===== config.mk =====
export PLATFORM = sky130hd
export DESIGN_NAME = sec_ctrl
export DESIGN_NICKNAME = d
export VERILOG_FILES = /design/src/verilog/sec_pkg.sv /design/src/verilog/sec_sync.sv /design/src/verilog/sec_tick.sv /design/src/verilog/sec_ctrl.sv
export SDC_FILE = /design/constraint.sdc
export NUM_CORES = 1
export LEC_CHECK = 0
export ABC_AREA = 1
export BUFFER_PORTS_ARGS = -buffer_cell sky130_fd_sc_hd__buf_2
export CAP_MARGIN = 0
export CORE_MARGIN = 2
export CORE_UTILIZATION = 35
export DETAILED_ROUTE_END_ITERATION = 6
export PLACE_DENSITY_LB_ADDON = 0.2
export SETUP_SLACK_MARGIN = 0.4
export SLEW_MARGIN = 20
export SYNTH_ARGS = -nofsm -noshare
export SYNTH_HDL_FRONTEND = slang
export SYNTH_SLANG_ARGS = --single-unit

===== constraint.sdc =====
create_clock -name clk_i -period 6.01 [get_ports clk_i]
set_clock_uncertainty 0.05 [all_clocks]
set_input_delay 1.202 -clock clk_i [delete_from_list [all_inputs] [get_ports clk_i]]
set_output_delay 1.202 -clock clk_i [all_outputs]
set_load 0.02 [all_outputs]

===== src/verilog/sec_pkg.sv =====
package sec_pkg;
    // register map, byte addresses on the plain register port
    localparam logic [7:0] OFS_CMD = 8'h00;
    localparam logic [7:0] OFS_DATA = 8'h04;
    localparam logic [7:0] OFS_ADDR_LO = 8'h08;
    localparam logic [7:0] OFS_ADDR_HI = 8'h0c;
    localparam logic [7:0] OFS_INT_STS = 8'h10;
    localparam logic [7:0] OFS_INT_CLR = 8'h14;
    localparam logic [7:0] OFS_INT_EN = 8'h18;
    // eeprom_command_reg field positions
    localparam int unsigned CMD_BUSY_BIT = 31;
    localparam int unsigned CMD_OP_LSB = 28;
    localparam int unsigned CMD_RLD_BIT = 10;
    localparam int unsigned CMD_TO_BIT = 9;
    localparam int unsigned CMD_LOADED_BIT = 8;
    // interrupt status bits
    localparam int unsigned IRQ_W = 3;
    localparam int unsigned IRQ_DONE = 0;
    localparam int unsigned IRQ_TO = 1;
    localparam int unsigned IRQ_LOADED = 2;
    // auto-load
    localparam logic [7:0] SIGNATURE = 8'ha5;
    localparam logic [2:0] SIG_IDX = 3'h0;
    localparam logic [2:0] LAST_IDX = 3'h6;
    // serial frame
    localparam int unsigned FRAME_W = 18;
    localparam logic [4:0] SHORT_LAST = 5'h09;
    localparam logic [4:0] LONG_LAST = 5'h11;
    localparam logic START_BIT = 1'b1;
    localparam logic [1:0] SER_READ = 2'b10;
    localparam logic [1:0] SER_WRITE = 2'b01;
    localparam logic [1:0] SER_ERASE = 2'b11;
    localparam logic [1:0] SER_EXT = 2'b00;
    localparam logic [1:0] EXT_UNLOCK = 2'b11;
    localparam logic [1:0] EXT_LOCK = 2'b00;
    localparam logic [1:0] EXT_ERASE_ALL = 2'b10;
    localparam logic [1:0] EXT_WRITE_ALL = 2'b01;
    // timing at the 40 MHz device clock
    localparam int unsigned CLK_MHZ = 40;
    localparam int unsigned TIMEOUT_MS = 30;
    localparam int unsigned TIMEOUT_CYC = TIMEOUT_MS * CLK_MHZ * 1000;
    localparam int unsigned SCLK_HALF_NS = 500;
    localparam int unsigned SCLK_HALF_CYC = (SCLK_HALF_NS * CLK_MHZ) / 1000;

    typedef enum logic [2:0] {
        op_read = 3'h0,
        erase_write_lock_op = 3'h1,
        erase_write_unlock_op = 3'h2,
        op_write = 3'h3,
        write_all_op = 3'h4,
        op_erase = 3'h5,
        erase_all_op = 3'h6,
        op_reload = 3'h7
    } sec_op_t;

    typedef enum logic [2:0] {
        st_idle = 3'b000,
        st_shift = 3'b001,
        st_gap = 3'b011,
        st_poll = 3'b010,
        st_done = 3'b110
    } sec_state_t;

    typedef struct packed {
        logic chip_select;
        logic serial_mem_clock;
        logic data_to_mem;
    } sec_pins_t;

    typedef struct packed {
        logic cmd_busy_flag;
        sec_op_t cmd_opcode_field;
        logic reload_done_flag;
        logic cmd_timeout_flag;
        logic addr_loaded_flag;
        logic [6:0] cmd_location_field;
    } sec_cmd_t;
endpackage


===== src/verilog/sec_sync.sv =====
`timescale 1ns/10ps
module sec_sync
#(
    parameter int unsigned W = 1
)
(
    // clock and reset
    input wire logic clk_i,
    input wire logic rst_i,
    // asynchronous level in, synchronised level out
    input wire logic [W-1:0] d_i,
    output logic [W-1:0] q_o
);
    logic [W-1:0] meta_ff;
    logic [W-1:0] q_ff;

    always_ff @(posedge clk_i or posedge rst_i)
    begin
        if (rst_i)
        begin
            meta_ff <= '0;
            q_ff <= '0;
        end
        else
        begin
            meta_ff <= d_i;
            q_ff <= meta_ff;
        end
    end

    assign q_o = q_ff;
endmodule // sec_sync


===== src/verilog/sec_tick.sv =====
`timescale 1ns/10ps
module sec_tick
#(
    parameter int unsigned DIV = 20
)
(
    // clock and reset
    input wire logic clk_i,
    input wire logic rst_i,
    // one-cycle enable every DIV clocks
    output logic tick_o
);
    localparam int unsigned CW = (DIV > 1) ? $clog2(DIV) : 1;
    localparam logic [CW-1:0] LAST = CW'(DIV - 1);

    logic [CW-1:0] cnt_ff;
    logic tick_ff;
    wire wrap = (cnt_ff == LAST);

    always_ff @(posedge clk_i or posedge rst_i)
    begin
        if (rst_i)
        begin
            cnt_ff <= '0;
            tick_ff <= 1'b0;
        end
        else
        begin
            cnt_ff <= wrap ? '0 : cnt_ff + 1'b1;
            tick_ff <= wrap;
        end
    end

    assign tick_o = tick_ff;
endmodule // sec_tick


===== src/verilog/sec_ctrl.sv =====
// Chosen here: the placing of the registers and the plain strobed port.
`timescale 1ns/10ps
module sec_ctrl
#(
    parameter int unsigned TIMEOUT_CYCLES = sec_pkg::TIMEOUT_CYC,
    parameter int unsigned TO_W = 21,
    parameter int unsigned SCLK_DIV = sec_pkg::SCLK_HALF_CYC
)
(
    // clock and resets
    input wire logic clk_i,
    input wire logic rst_i,
    input wire logic soft_rst_i,
    // register port
    input wire logic [7:0] addr_i,
    input wire logic [31:0] wdata_i,
    input wire logic wr_i,
    input wire logic rd_i,
    output logic [31:0] rdata_o,
    // interrupt
    output logic irq_o,
    // station address to the mac
    output logic [47:0] station_addr_o,
    // serial memory pins
    output sec_pkg::sec_pins_t pins_o,
    input wire logic mem_dout_i
);
    import sec_pkg::*;

    sec_state_t state_ff, nxt_state;
    sec_cmd_t cmd_ff;
    logic [7:0] data_ff;
    logic [47:0] station_ff;
    logic [IRQ_W-1:0] sts_ff, en_ff;
    logic loading_ff, nxt_loading;
    logic boot_ff, nxt_boot;
    logic [2:0] idx_ff, nxt_idx;
    logic [FRAME_W-1:0] tx_ff, nxt_tx;
    logic [7:0] rx_ff, nxt_rx;
    logic [4:0] bit_cnt_ff, nxt_bit_cnt;
    logic sclk_ff, nxt_sclk;
    logic cs_ff, nxt_cs;
    logic [TO_W-1:0] to_cnt_ff, nxt_to_cnt;
    logic timed_out_ff, nxt_timed_out;
    logic [31:0] rdata_ff;
    logic irq_ff;
    logic din_s;
    logic tick;

    sec_sync #(.W(1)) u_sync
    (
        .clk_i(clk_i),
        .rst_i(rst_i),
        .d_i(mem_dout_i),
        .q_o(din_s)
    );

    sec_tick #(.DIV(SCLK_DIV)) u_tick
    (
        .clk_i(clk_i),
        .rst_i(rst_i),
        .tick_o(tick)
    );

    // register port decode
    wire sel_cmd = (addr_i == OFS_CMD);
    wire cmd_wr = wr_i && sel_cmd && !cmd_ff.cmd_busy_flag;
    wire sec_op_t wr_op = sec_op_t'(wdata_i[CMD_OP_LSB +: 3]);
    wire cmd_go = cmd_wr && wdata_i[CMD_BUSY_BIT];
    wire reload_go = cmd_go && (wr_op == op_reload);
    wire data_wr = wr_i && (addr_i == OFS_DATA);
    wire lo_wr = wr_i && (addr_i == OFS_ADDR_LO);
    wire hi_wr = wr_i && (addr_i == OFS_ADDR_HI);
    wire clr_wr = wr_i && (addr_i == OFS_INT_CLR);
    wire en_wr = wr_i && (addr_i == OFS_INT_EN);

    // operation now running: the auto-load always reads
    wire sec_op_t run_op = loading_ff ? op_read : cmd_ff.cmd_opcode_field;
    wire [6:0] run_loc = loading_ff ? {4'h0, idx_ff} : cmd_ff.cmd_location_field;
    wire is_read = (run_op == op_read);
    wire is_write = (run_op == op_write);
    wire is_erase = (run_op == op_erase);
    wire long_op = is_read || is_write || (run_op == write_all_op);
    wire needs_poll = is_write || is_erase || (run_op == write_all_op) || (run_op == erase_all_op);
    wire [1:0] ser_op = is_read ? SER_READ : is_write ? SER_WRITE : is_erase ? SER_ERASE : SER_EXT;
    wire [1:0] ext_sel = (run_op == erase_write_unlock_op) ? EXT_UNLOCK :
                         (run_op == erase_all_op) ? EXT_ERASE_ALL :
                         (run_op == write_all_op) ? EXT_WRITE_ALL : EXT_LOCK;
    wire [6:0] ser_adr = (ser_op == SER_EXT) ? {ext_sel, run_loc[4:0]} : run_loc;
    wire [FRAME_W-1:0] frame = {START_BIT, ser_op, ser_adr, data_ff};
    wire [4:0] last_bit = long_op ? LONG_LAST : SHORT_LAST;
    wire launch = loading_ff || cmd_ff.cmd_busy_flag;
    wire to_hit = (to_cnt_ff == TO_W'(TIMEOUT_CYCLES - 1));
    wire settled = (to_cnt_ff >= TO_W'(SCLK_DIV));

    // outcome of a finished frame
    wire fin = (state_ff == st_done);
    wire sig_bad = loading_ff && (idx_ff == SIG_IDX) && (rx_ff != SIGNATURE);
    wire store_byte = fin && loading_ff && (idx_ff != SIG_IDX) && !sig_bad;
    wire load_ok = fin && loading_ff && (idx_ff == LAST_IDX) && !sig_bad;
    wire load_end = fin && loading_ff && (sig_bad || (idx_ff == LAST_IDX));
    wire host_end = fin && !loading_ff;
    wire store_data = host_end && is_read && !timed_out_ff;
    wire ev_to = (state_ff == st_poll) && to_hit && !din_s;
    wire [2:0] byte_sel = idx_ff - 3'h1;
    wire [IRQ_W-1:0] ev_vec = {load_ok, ev_to, (host_end || load_end)};

    // serial engine and load sequencing
    always_comb
    begin
        nxt_state = state_ff;
        nxt_loading = loading_ff;
        nxt_boot = boot_ff;
        nxt_idx = idx_ff;
        nxt_tx = tx_ff;
        nxt_rx = rx_ff;
        nxt_bit_cnt = bit_cnt_ff;
        nxt_sclk = sclk_ff;
        nxt_cs = cs_ff;
        nxt_to_cnt = to_cnt_ff;
        nxt_timed_out = timed_out_ff;
        case (state_ff)
            st_idle:
            begin
                if (launch)
                begin
                    nxt_state = st_shift;
                    nxt_tx = frame;
                    nxt_rx = 8'h00;
                    nxt_bit_cnt = 5'h00;
                    nxt_sclk = 1'b0;
                    nxt_cs = 1'b1;
                    nxt_timed_out = 1'b0;
                end
            end
            st_shift:
            begin
                if (tick)
                begin
                    nxt_sclk = !sclk_ff;
                    if (sclk_ff)
                    begin
                        nxt_rx = {rx_ff[6:0], din_s};
                        nxt_tx = {tx_ff[FRAME_W-2:0], 1'b0};
                        nxt_bit_cnt = bit_cnt_ff + 5'h01;
                        if (bit_cnt_ff == last_bit)
                        begin
                            nxt_state = st_gap;
                            nxt_cs = 1'b0;
                        end
                    end
                end
            end
            st_gap:
            begin
                if (tick)
                begin
                    nxt_state = needs_poll ? st_poll : st_done;
                    nxt_cs = needs_poll;
                    nxt_to_cnt = '0;
                end
            end
            st_poll:
            begin
                nxt_to_cnt = to_cnt_ff + 1'b1;
                if ((din_s && settled) || to_hit)
                begin
                    nxt_state = st_done;
                    nxt_cs = 1'b0;
                    nxt_timed_out = !din_s;
                end
            end
            st_done:
            begin
                nxt_state = st_idle;
                if (load_end)
                begin
                    nxt_loading = 1'b0;
                    nxt_boot = 1'b0;
                end
                else if (loading_ff)
                begin
                    nxt_idx = idx_ff + 3'h1;
                end
            end
            default:
            begin
                nxt_state = st_idle;
                nxt_cs = 1'b0;
                nxt_sclk = 1'b0;
            end
        endcase
        if (reload_go)
        begin
            nxt_loading = 1'b1;
            nxt_boot = 1'b0;
            nxt_idx = SIG_IDX;
        end
        if (soft_rst_i)
        begin
            nxt_state = st_idle;
            nxt_loading = 1'b1;
            nxt_boot = 1'b1;
            nxt_idx = SIG_IDX;
            nxt_cs = 1'b0;
            nxt_sclk = 1'b0;
        end
    end

    always_ff @(posedge clk_i or posedge rst_i)
    begin
        if (rst_i)
        begin
            state_ff <= st_idle;
            loading_ff <= 1'b1;
            boot_ff <= 1'b1;
            idx_ff <= 3'h0;
            tx_ff <= '0;
            rx_ff <= 8'h00;
            bit_cnt_ff <= 5'h00;
            sclk_ff <= 1'b0;
            cs_ff <= 1'b0;
            to_cnt_ff <= '0;
            timed_out_ff <= 1'b0;
        end
        else
        begin
            state_ff <= nxt_state;
            loading_ff <= nxt_loading;
            boot_ff <= nxt_boot;
            idx_ff <= nxt_idx;
            tx_ff <= nxt_tx;
            rx_ff <= nxt_rx;
            bit_cnt_ff <= nxt_bit_cnt;
            sclk_ff <= nxt_sclk;
            cs_ff <= nxt_cs;
            to_cnt_ff <= nxt_to_cnt;
            timed_out_ff <= nxt_timed_out;
        end
    end

    // command register: busy set by host, cleared by the controller
    always_ff @(posedge clk_i or posedge rst_i)
    begin
        if (rst_i)
        begin
            cmd_ff <= '{cmd_busy_flag: 1'b1, cmd_opcode_field: op_read, default: '0};
        end
        else if (soft_rst_i)
        begin
            cmd_ff.cmd_busy_flag <= 1'b1;
            cmd_ff.addr_loaded_flag <= 1'b0;
        end
        else
        begin
            if (cmd_wr)
            begin
                cmd_ff.cmd_busy_flag <= wdata_i[CMD_BUSY_BIT];
                cmd_ff.cmd_opcode_field <= wr_op;
                cmd_ff.cmd_location_field <= wdata_i[6:0];
            end
            else if (host_end || load_end)
            begin
                cmd_ff.cmd_busy_flag <= 1'b0;
            end
            if (reload_go)
            begin
                cmd_ff.addr_loaded_flag <= 1'b0;
            end
            else if (load_ok)
            begin
                cmd_ff.addr_loaded_flag <= 1'b1;
            end
            cmd_ff.cmd_timeout_flag <= ev_to || (cmd_ff.cmd_timeout_flag && !(cmd_wr && wdata_i[CMD_TO_BIT]));
            cmd_ff.reload_done_flag <= (load_ok && !boot_ff) ||
                (cmd_ff.reload_done_flag && !(cmd_wr && wdata_i[CMD_RLD_BIT]));
        end
    end

    // data register
    always_ff @(posedge clk_i or posedge rst_i)
    begin
        if (rst_i)
            data_ff <= 8'h00;
        else if (store_data)
            data_ff <= rx_ff;
        else if (data_wr)
            data_ff <= wdata_i[7:0];
    end

    // station address, byte 0 at the bottom of the low word
    always_ff @(posedge clk_i or posedge rst_i)
    begin
        if (rst_i)
            station_ff <= '0;
        else if (store_byte)
            station_ff[8 * byte_sel +: 8] <= rx_ff;
        else if (lo_wr)
            station_ff[31:0] <= wdata_i;
        else if (hi_wr)
            station_ff[47:32] <= wdata_i[15:0];
    end

    // sticky status: an event in the clearing cycle wins
    always_ff @(posedge clk_i or posedge rst_i)
    begin
        if (rst_i)
        begin
            sts_ff <= '0;
            en_ff <= '0;
            irq_ff <= 1'b0;
        end
        else
        begin
            sts_ff <= ev_vec | (sts_ff & ~(clr_wr ? wdata_i[IRQ_W-1:0] : '0));
            if (en_wr)
                en_ff <= wdata_i[IRQ_W-1:0];
            irq_ff <= |(sts_ff & en_ff);
        end
    end

    // read data mux, answered the cycle after the strobe
    wire [31:0] cmd_word = {cmd_ff.cmd_busy_flag, cmd_ff.cmd_opcode_field, 17'h0_0000,
        cmd_ff.reload_done_flag, cmd_ff.cmd_timeout_flag, cmd_ff.addr_loaded_flag, 1'b0,
        cmd_ff.cmd_location_field};
    wire [31:0] rd_mux = sel_cmd ? cmd_word :
                         (addr_i == OFS_DATA) ? {24'h00_0000, data_ff} :
                         (addr_i == OFS_ADDR_LO) ? station_ff[31:0] :
                         (addr_i == OFS_ADDR_HI) ? {16'h0000, station_ff[47:32]} :
                         (addr_i == OFS_INT_STS) ? {29'h0000_0000, sts_ff} :
                         (addr_i == OFS_INT_EN) ? {29'h0000_0000, en_ff} : 32'h0000_0000;

    always_ff @(posedge clk_i or posedge rst_i)
    begin
        if (rst_i)
            rdata_ff <= 32'h0000_0000;
        else
            rdata_ff <= rd_i ? rd_mux : 32'h0000_0000;
    end

    assign rdata_o = rdata_ff;
    assign irq_o = irq_ff;
    assign station_addr_o = station_ff;
    assign pins_o.chip_select = cs_ff;
    assign pins_o.serial_mem_clock = sclk_ff;
    assign pins_o.data_to_mem = tx_ff[FRAME_W-1];
endmodule // sec_ctrl


== Word-level counts from Yosys, hierarchy flattened ==
Index checks and enable logic that the tools add are counted.
Operators by class
  add/subtract/negate cells: 6
  magnitude comparators: 1
  equality and inequality tests: 36
  shift-type cells: 2
  multiplexer cells: 80
  bitwise gates (word level): 5
  reduce and logical (&&, ||, !) cells: 77
Operators with widths (count)
  $mux 32: 5
  $mux 18: 3
  $mux 3: 17
  $bwmux 48: 1
  $mux 16: 3
  $mux 48: 1
  $shift 8x34->48 const A: 1
  $shiftx 8x34->48: 1
  $pmux 21 s2: 1
  $mux 8: 5
  $pmux 18 s2: 1
  $neg 6->34: 1
  $logic_and 1x1->1: 28
  $mux 5: 5
  $eq 8x5->1 const B: 3
  $mux 1: 24
  $add 21x1->21 const B: 1
  $eq 21x21->1 const B: 1
  $ge 21x5->1 const B: 1
  $mux 21: 1
  $eq 3x3->1 const B: 6
  $reduce_bool 3->1: 6
  $eq 8x4->1 const B: 2
  $pmux 8 s2: 1
  36 further kinds: 88
Word-level totals
  register bits after elaboration: 180
  output and inout port bits: 84
  word-level logic and storage cells: 235

== Logic depth before layout (Yosys ltp) ==
  depth in word-level cells: 11
  depth in mapped cells: 13
  mapped depth without buffers: 11

== Cells and area by module ==
A second synthesis with hierarchy kept.
Second synthesis, totals
  cell total of the unflattened synthesis: 1213
  area, all modules: 9399.0 µm²
By module, submodules not included
  sec_ctrl: times used 1, cells each 1185, area each 9106.2 µm²
  sec_tick: times used 1, cells each 25, area each 239.0 µm²
  sec_sync: times used 1, cells each 3, area each 53.8 µm²

== Least setup slack after synthesis ==
OpenSTA, ideal clock, no wires.
  path kind: register -> register
  start point: register idx_ff[0]
  end point: register station_ff[24] (netlist: station_addr_o[24])
  arrival time: 2706 ps
  data required time: 5834 ps
  path slack: 3128 ps
  cell stages (with the launch flop): 13
  clock period less this slack: 2882 ps
  path through: dfrtp_1 buf_2 clkinv_1 ha_1 xnor2_1 ha_1 inv_2 clkbuf_8 nor3_4 nand2_1 nand2_2 buf_6 o21ai_0
On the way
  word-level cells in the longest chain between the ends: 6
Ends and longest elaborated chain
  start, declared: line sec_ctrl.sv:37  | logic [2:0] idx_ff, nxt_idx;
  start signal, assigned: line sec_ctrl.sv:231  | idx_ff <= nxt_idx;
  parallel branches: the longest is 6 deep, another holds $neg 6->34
  end signal, assigned by index: line sec_ctrl.sv:297  | station_ff[8 * byte_sel +: 8] <= rx_ff;
  end signal, assigned: line sec_ctrl.sv:299  | station_ff[31:0] <= wdata_i;
  end, declared: line sec_ctrl.sv:33  | logic [47:0] station_ff;
Parallel ways; which one is timed is not known.
A chain may end at the register's enable or synchronous reset.

== Worst setup path after layout ==
  start point: register idx_ff[0]
  end point: register station_ff[4] (netlist: station_addr_o[4])
The elaborated chain is that of the path after synthesis.

==> flow_metrics.py <==
metrics = {
    "drt": {
        "drt_pre_antenna_iters": 7,
        "drt-initial-drc-count": 1108,
        "vias": 8749,
        "wl_mm": 29.3,
        "wl_per_cell_um": 17.6,
        "vias_per_cell": 5.26,
        "drt_drc_violations_left": 20,
        "ant_nets": 0,
    },
    "power": {
        "internal_power_uw": 2190,
        "switching_power_uw": 1110,
        "ir_drop_uv": 175,
        "switching_share": 0.336,
        "p_leak_uw": 0.00510,
        "clkPwrFrac": 0.353,
        "combPwrFrac": 0.198,
        "p_seq_frac": 0.448,
        "power_density_mw_per_mm2": 304,
    },
    "timing": {
        "setup_viol": 0,
        "timing.final.crit_share": 0.658,
        "hold_viol": 0,
        "slew_headroom": 0.208,
        "maxSlewViolCount": 0,
        "rsz0062_at_grt": "no",
        "worst_pin_slew_ns": 1.19,
        "clock.fmax_ghz": 0.253,
        "min_period_ns": 3.96,
        "fin_setup_tns_ns": 0,
    },
    "grt": {
        "gr-usage-met2": 0.328,
        "top_usage_layer": "met2",
        "grt_max_degree": 181,
        "track_usage": 0.213,
        "antenna_found_initial": 1,
        "grt_util_met3": 0.0376,
        "grt_pass1_wl_mm": 47.0,
        "grt_use_met1": 0.307,
        "grt_pass1_vias": 8418,
        "gr-total-overflow": 0,
    },
    "clocking": {
        "cts_resized": 0,
        "numCtsBuffers": 17,
        "cts_tree": "done",
        "htreeDepth": 4,
        "path_clk_slew_ns": 0.07,
        "cts_hold_buffers": 0,
        "cts-root-buf": "clkbuf_16",
        "cts_buffer_depth": 2,
        "clock-sinks": 180,
        "post_cts_buffers": 0,
        "clock_latency_ns": 0.43,
    },
    "setup_path": {
        "cp_data_arrival_time_ns": 4.24,
        "crit_type": "reg2reg",
        "cp_max_fo": 23,
        "critPathCaptureType": "flip-flop",
        "crit_path_start_kind": "flip-flop",
        "cp.required_ns": 6.29,
        "r2r_cells": 9,
    },
    "yosys": {
        "yosys_register_bits": 180,
        "synth_cells": 1200,
        "synth_nets": 1258,
        "ys_warn_count": 0,
        "synth.yosys.seq_area_share": 0.482,
        "synth_cell_types": 51,
        "yosys_most_used_dff": "dfrtp_1",
        "async_flop_share": 1.00,
        "syn_avg_cell_area_um2": 7.80,
        "syn-cell-area_mm2": 0.00936,
        "synth-edff-count": 0,
    },
    "cells_and_area": {
        "area_growth_pct": 15.9,
        "design_area_mm2": 0.0108,
        "num-nets-final": 1371,
        "fin_cells": 1662,
        "drive_gt1_frac": 0.155,
        "fin_util": 0.415,
    },
    "run_status": {
        "status": "finished with violations",
        "violations": "design-rule violations",
    },
    "floorplan": {
        "die-area_mm2": 0.0281,
        "core_area_mm2": 0.0261,
        "die_w_um": 168,
        "ios": 130,
        "num_rows": 59,
        "die_h_um": 168,
        "initial_core_util": 0.358,
    },
    "place": {
        "portBuffers": 129,
        "dp_hpwl_mm": 21.3,
        "dp.cells": 1629,
        "dpl_cell_area_mm2": 0.0102,
        "globalplace.congestion": 0.925,
    },
    "worst_hold_path": {
        "holdPathStages": 0,
        "hp-class": "reg2reg",
    },
    "flow_run": {
        "drv_cap": 0,
    },
}
## logic make-up (layout without fill, tap and decap cells)
| logic type | count (synthesis) | after routing | share of synthesized area |
|---|---|---|---|
| and+or+nand+nor | 666 | 666 | 0.316 |
| xor gates and xnor gates | 9 | 9 | 0.00842 |
| other | 0 | 1 | 0 |
| adders and majority gates | 12 | 12 | 0.0160 |
| DFF | 180 | 180 | 0.482 |
| buffers and inverters | 159 | 285 | 0.0734 |
| AOI/OAI and AO/OA | 173 | 173 | 0.103 |
| muxes | 1 | 1 | 0.00107 |
## placed cells by master, fill, tap and decap left out, drive strengths merged
cell and count:
mux2i 1, a22o 1, o22a 1, nor2 130, nor3 36, o221ai 3, o21a 1, buf 133
or2 3, a31oi 3, and3 1, a21o 1, xnor2 3, nand4 21, a21oi 34, ha 12
o22ai 23, o21ai 91, clkbuf 18, nand3b 2, nor4 11, nand2 320, clkinv 7, o211ai 9
dfrtp 177, a22oi 4, bufinv 2, diode 1, o2111ai 1, xor2 6, o31ai 1, dfstp 3
nand3 142, clkinvlp 3, inv 122
## power by group through the flow
stage / registers, uW / logic [uW] / clock network (uW)
after floorplan: 1490 / 452 / 0
after global placement: 1500 / 648 / 0
after detailed placement: 1500 / 659 / 0
after CTS: 1480 / 663 / 1180
after global routing: 1500 / 746 / 1230
final: 1480 / 654 / 1160
## final cells by class
type / count / area (um^2)
fillers: 2785 / 15300
flip-flops and latches: 180 / 4510
multi-input cells: 861 / 4170
repair buffers: 133 / 688
inverters: 120 / 463
clock buffers: 18 / 429
well taps: 335 / 419
clock inverters: 14 / 168
diodes: 1 / 2.50
## critical path, stage by stage, from the launching register on
cell and delay, ns:
dfrtp_1 0.81, clkinv_1 0.51, ha_1 0.38, xnor2_1 0.40
ha_1 0.43, inv_2 0.25, nand4_1 0.48, nand2_2 0.37
nand2_1 0.08, o211ai_1 0.09
## worst paths after layout
path / end / startpoint / slack, ns
min reg2reg: u_sync.q_o / u_sync.meta_ff / 0.30
max reg2reg: station_addr_o[4] / idx_ff[0] / 2.05
min: u_sync.q_o / u_sync.meta_ff / 0.30
max: station_addr_o[4] / idx_ff[0] / 2.05
max in group asynchronous: station_addr_o[14] / rst_i / 4.07
min in group asynchronous: tx_ff[2] / rst_i / 0.84
## metal layers
layer  up-vias  share of wire
li1       4196              -
met1      4204           0.47
met2       315           0.45
met3        34          0.063
met4         0          0.018
met5         -              0
## metrics by stage
step | hold slack (ns) | worst slack, ns | power (uW)
2_1_floorplan | 0.281 | 2.45 | 1940
3_3_place_gp | 0.284 | 2.27 | 2150
3_5_place_dp | 0.290 | 2.16 | 2160
4_1_cts | 0.306 | 2.15 | 3320
5_1_grt | 0.335 | 1.70 | 3470
6_report | 0.305 | 2.05 | 3300
## Yosys cell counts, types with 2 or more instances
library cell / count / area [um^2]
nand3_1: 139 / 696
o21ai_0: 90 / 450
nand4_1: 19 / 119
xnor2_1: 3 / 26.3
nor3_1: 34 / 170
buf_2: 9 / 45.0
o211ai_1: 9 / 67.6
a21oi_1: 34 / 170
nor2_2: 6 / 37.5
nand2_1: 313 / 1170
nand2_4: 2 / 22.5
dfstp_2: 3 / 78.8
dfrtp_1: 177 / 4430
ha_1: 12 / 150
nand4_2: 2 / 25.0
o22ai_1: 23 / 144
nor2_1: 122 / 458
nor4_4: 2 / 42.5
or2_2: 3 / 18.8
nand2_2: 5 / 31.3
a22oi_1: 4 / 30.0
inv_2: 5 / 18.8
a31oi_1: 3 / 18.8
clkbuf_1: 17 / 63.8
buf_6: 5 / 56.3
inv_1: 109 / 409
buf_4: 6 / 45.0
o221ai_1: 3 / 26.3
nand3b_1: 2 / 15.0
nor4_1: 9 / 56.3
clkinv_1: 3 / 11.3
xor2_1: 6 / 52.6
nand3_2: 3 / 30.0
## registers in the layout, indices dropped and copies added (netlist names), 5 cells and up
register        count
data_ff             8
rx_ff               8
bit_cnt_ff          5
u_tick.cnt_ff       5
to_cnt_ff          21
station_addr_o     48
rdata_o            32
tx_ff              18
cmd_ff             14
Note: power is estimated with default switching activity, not from simulation.
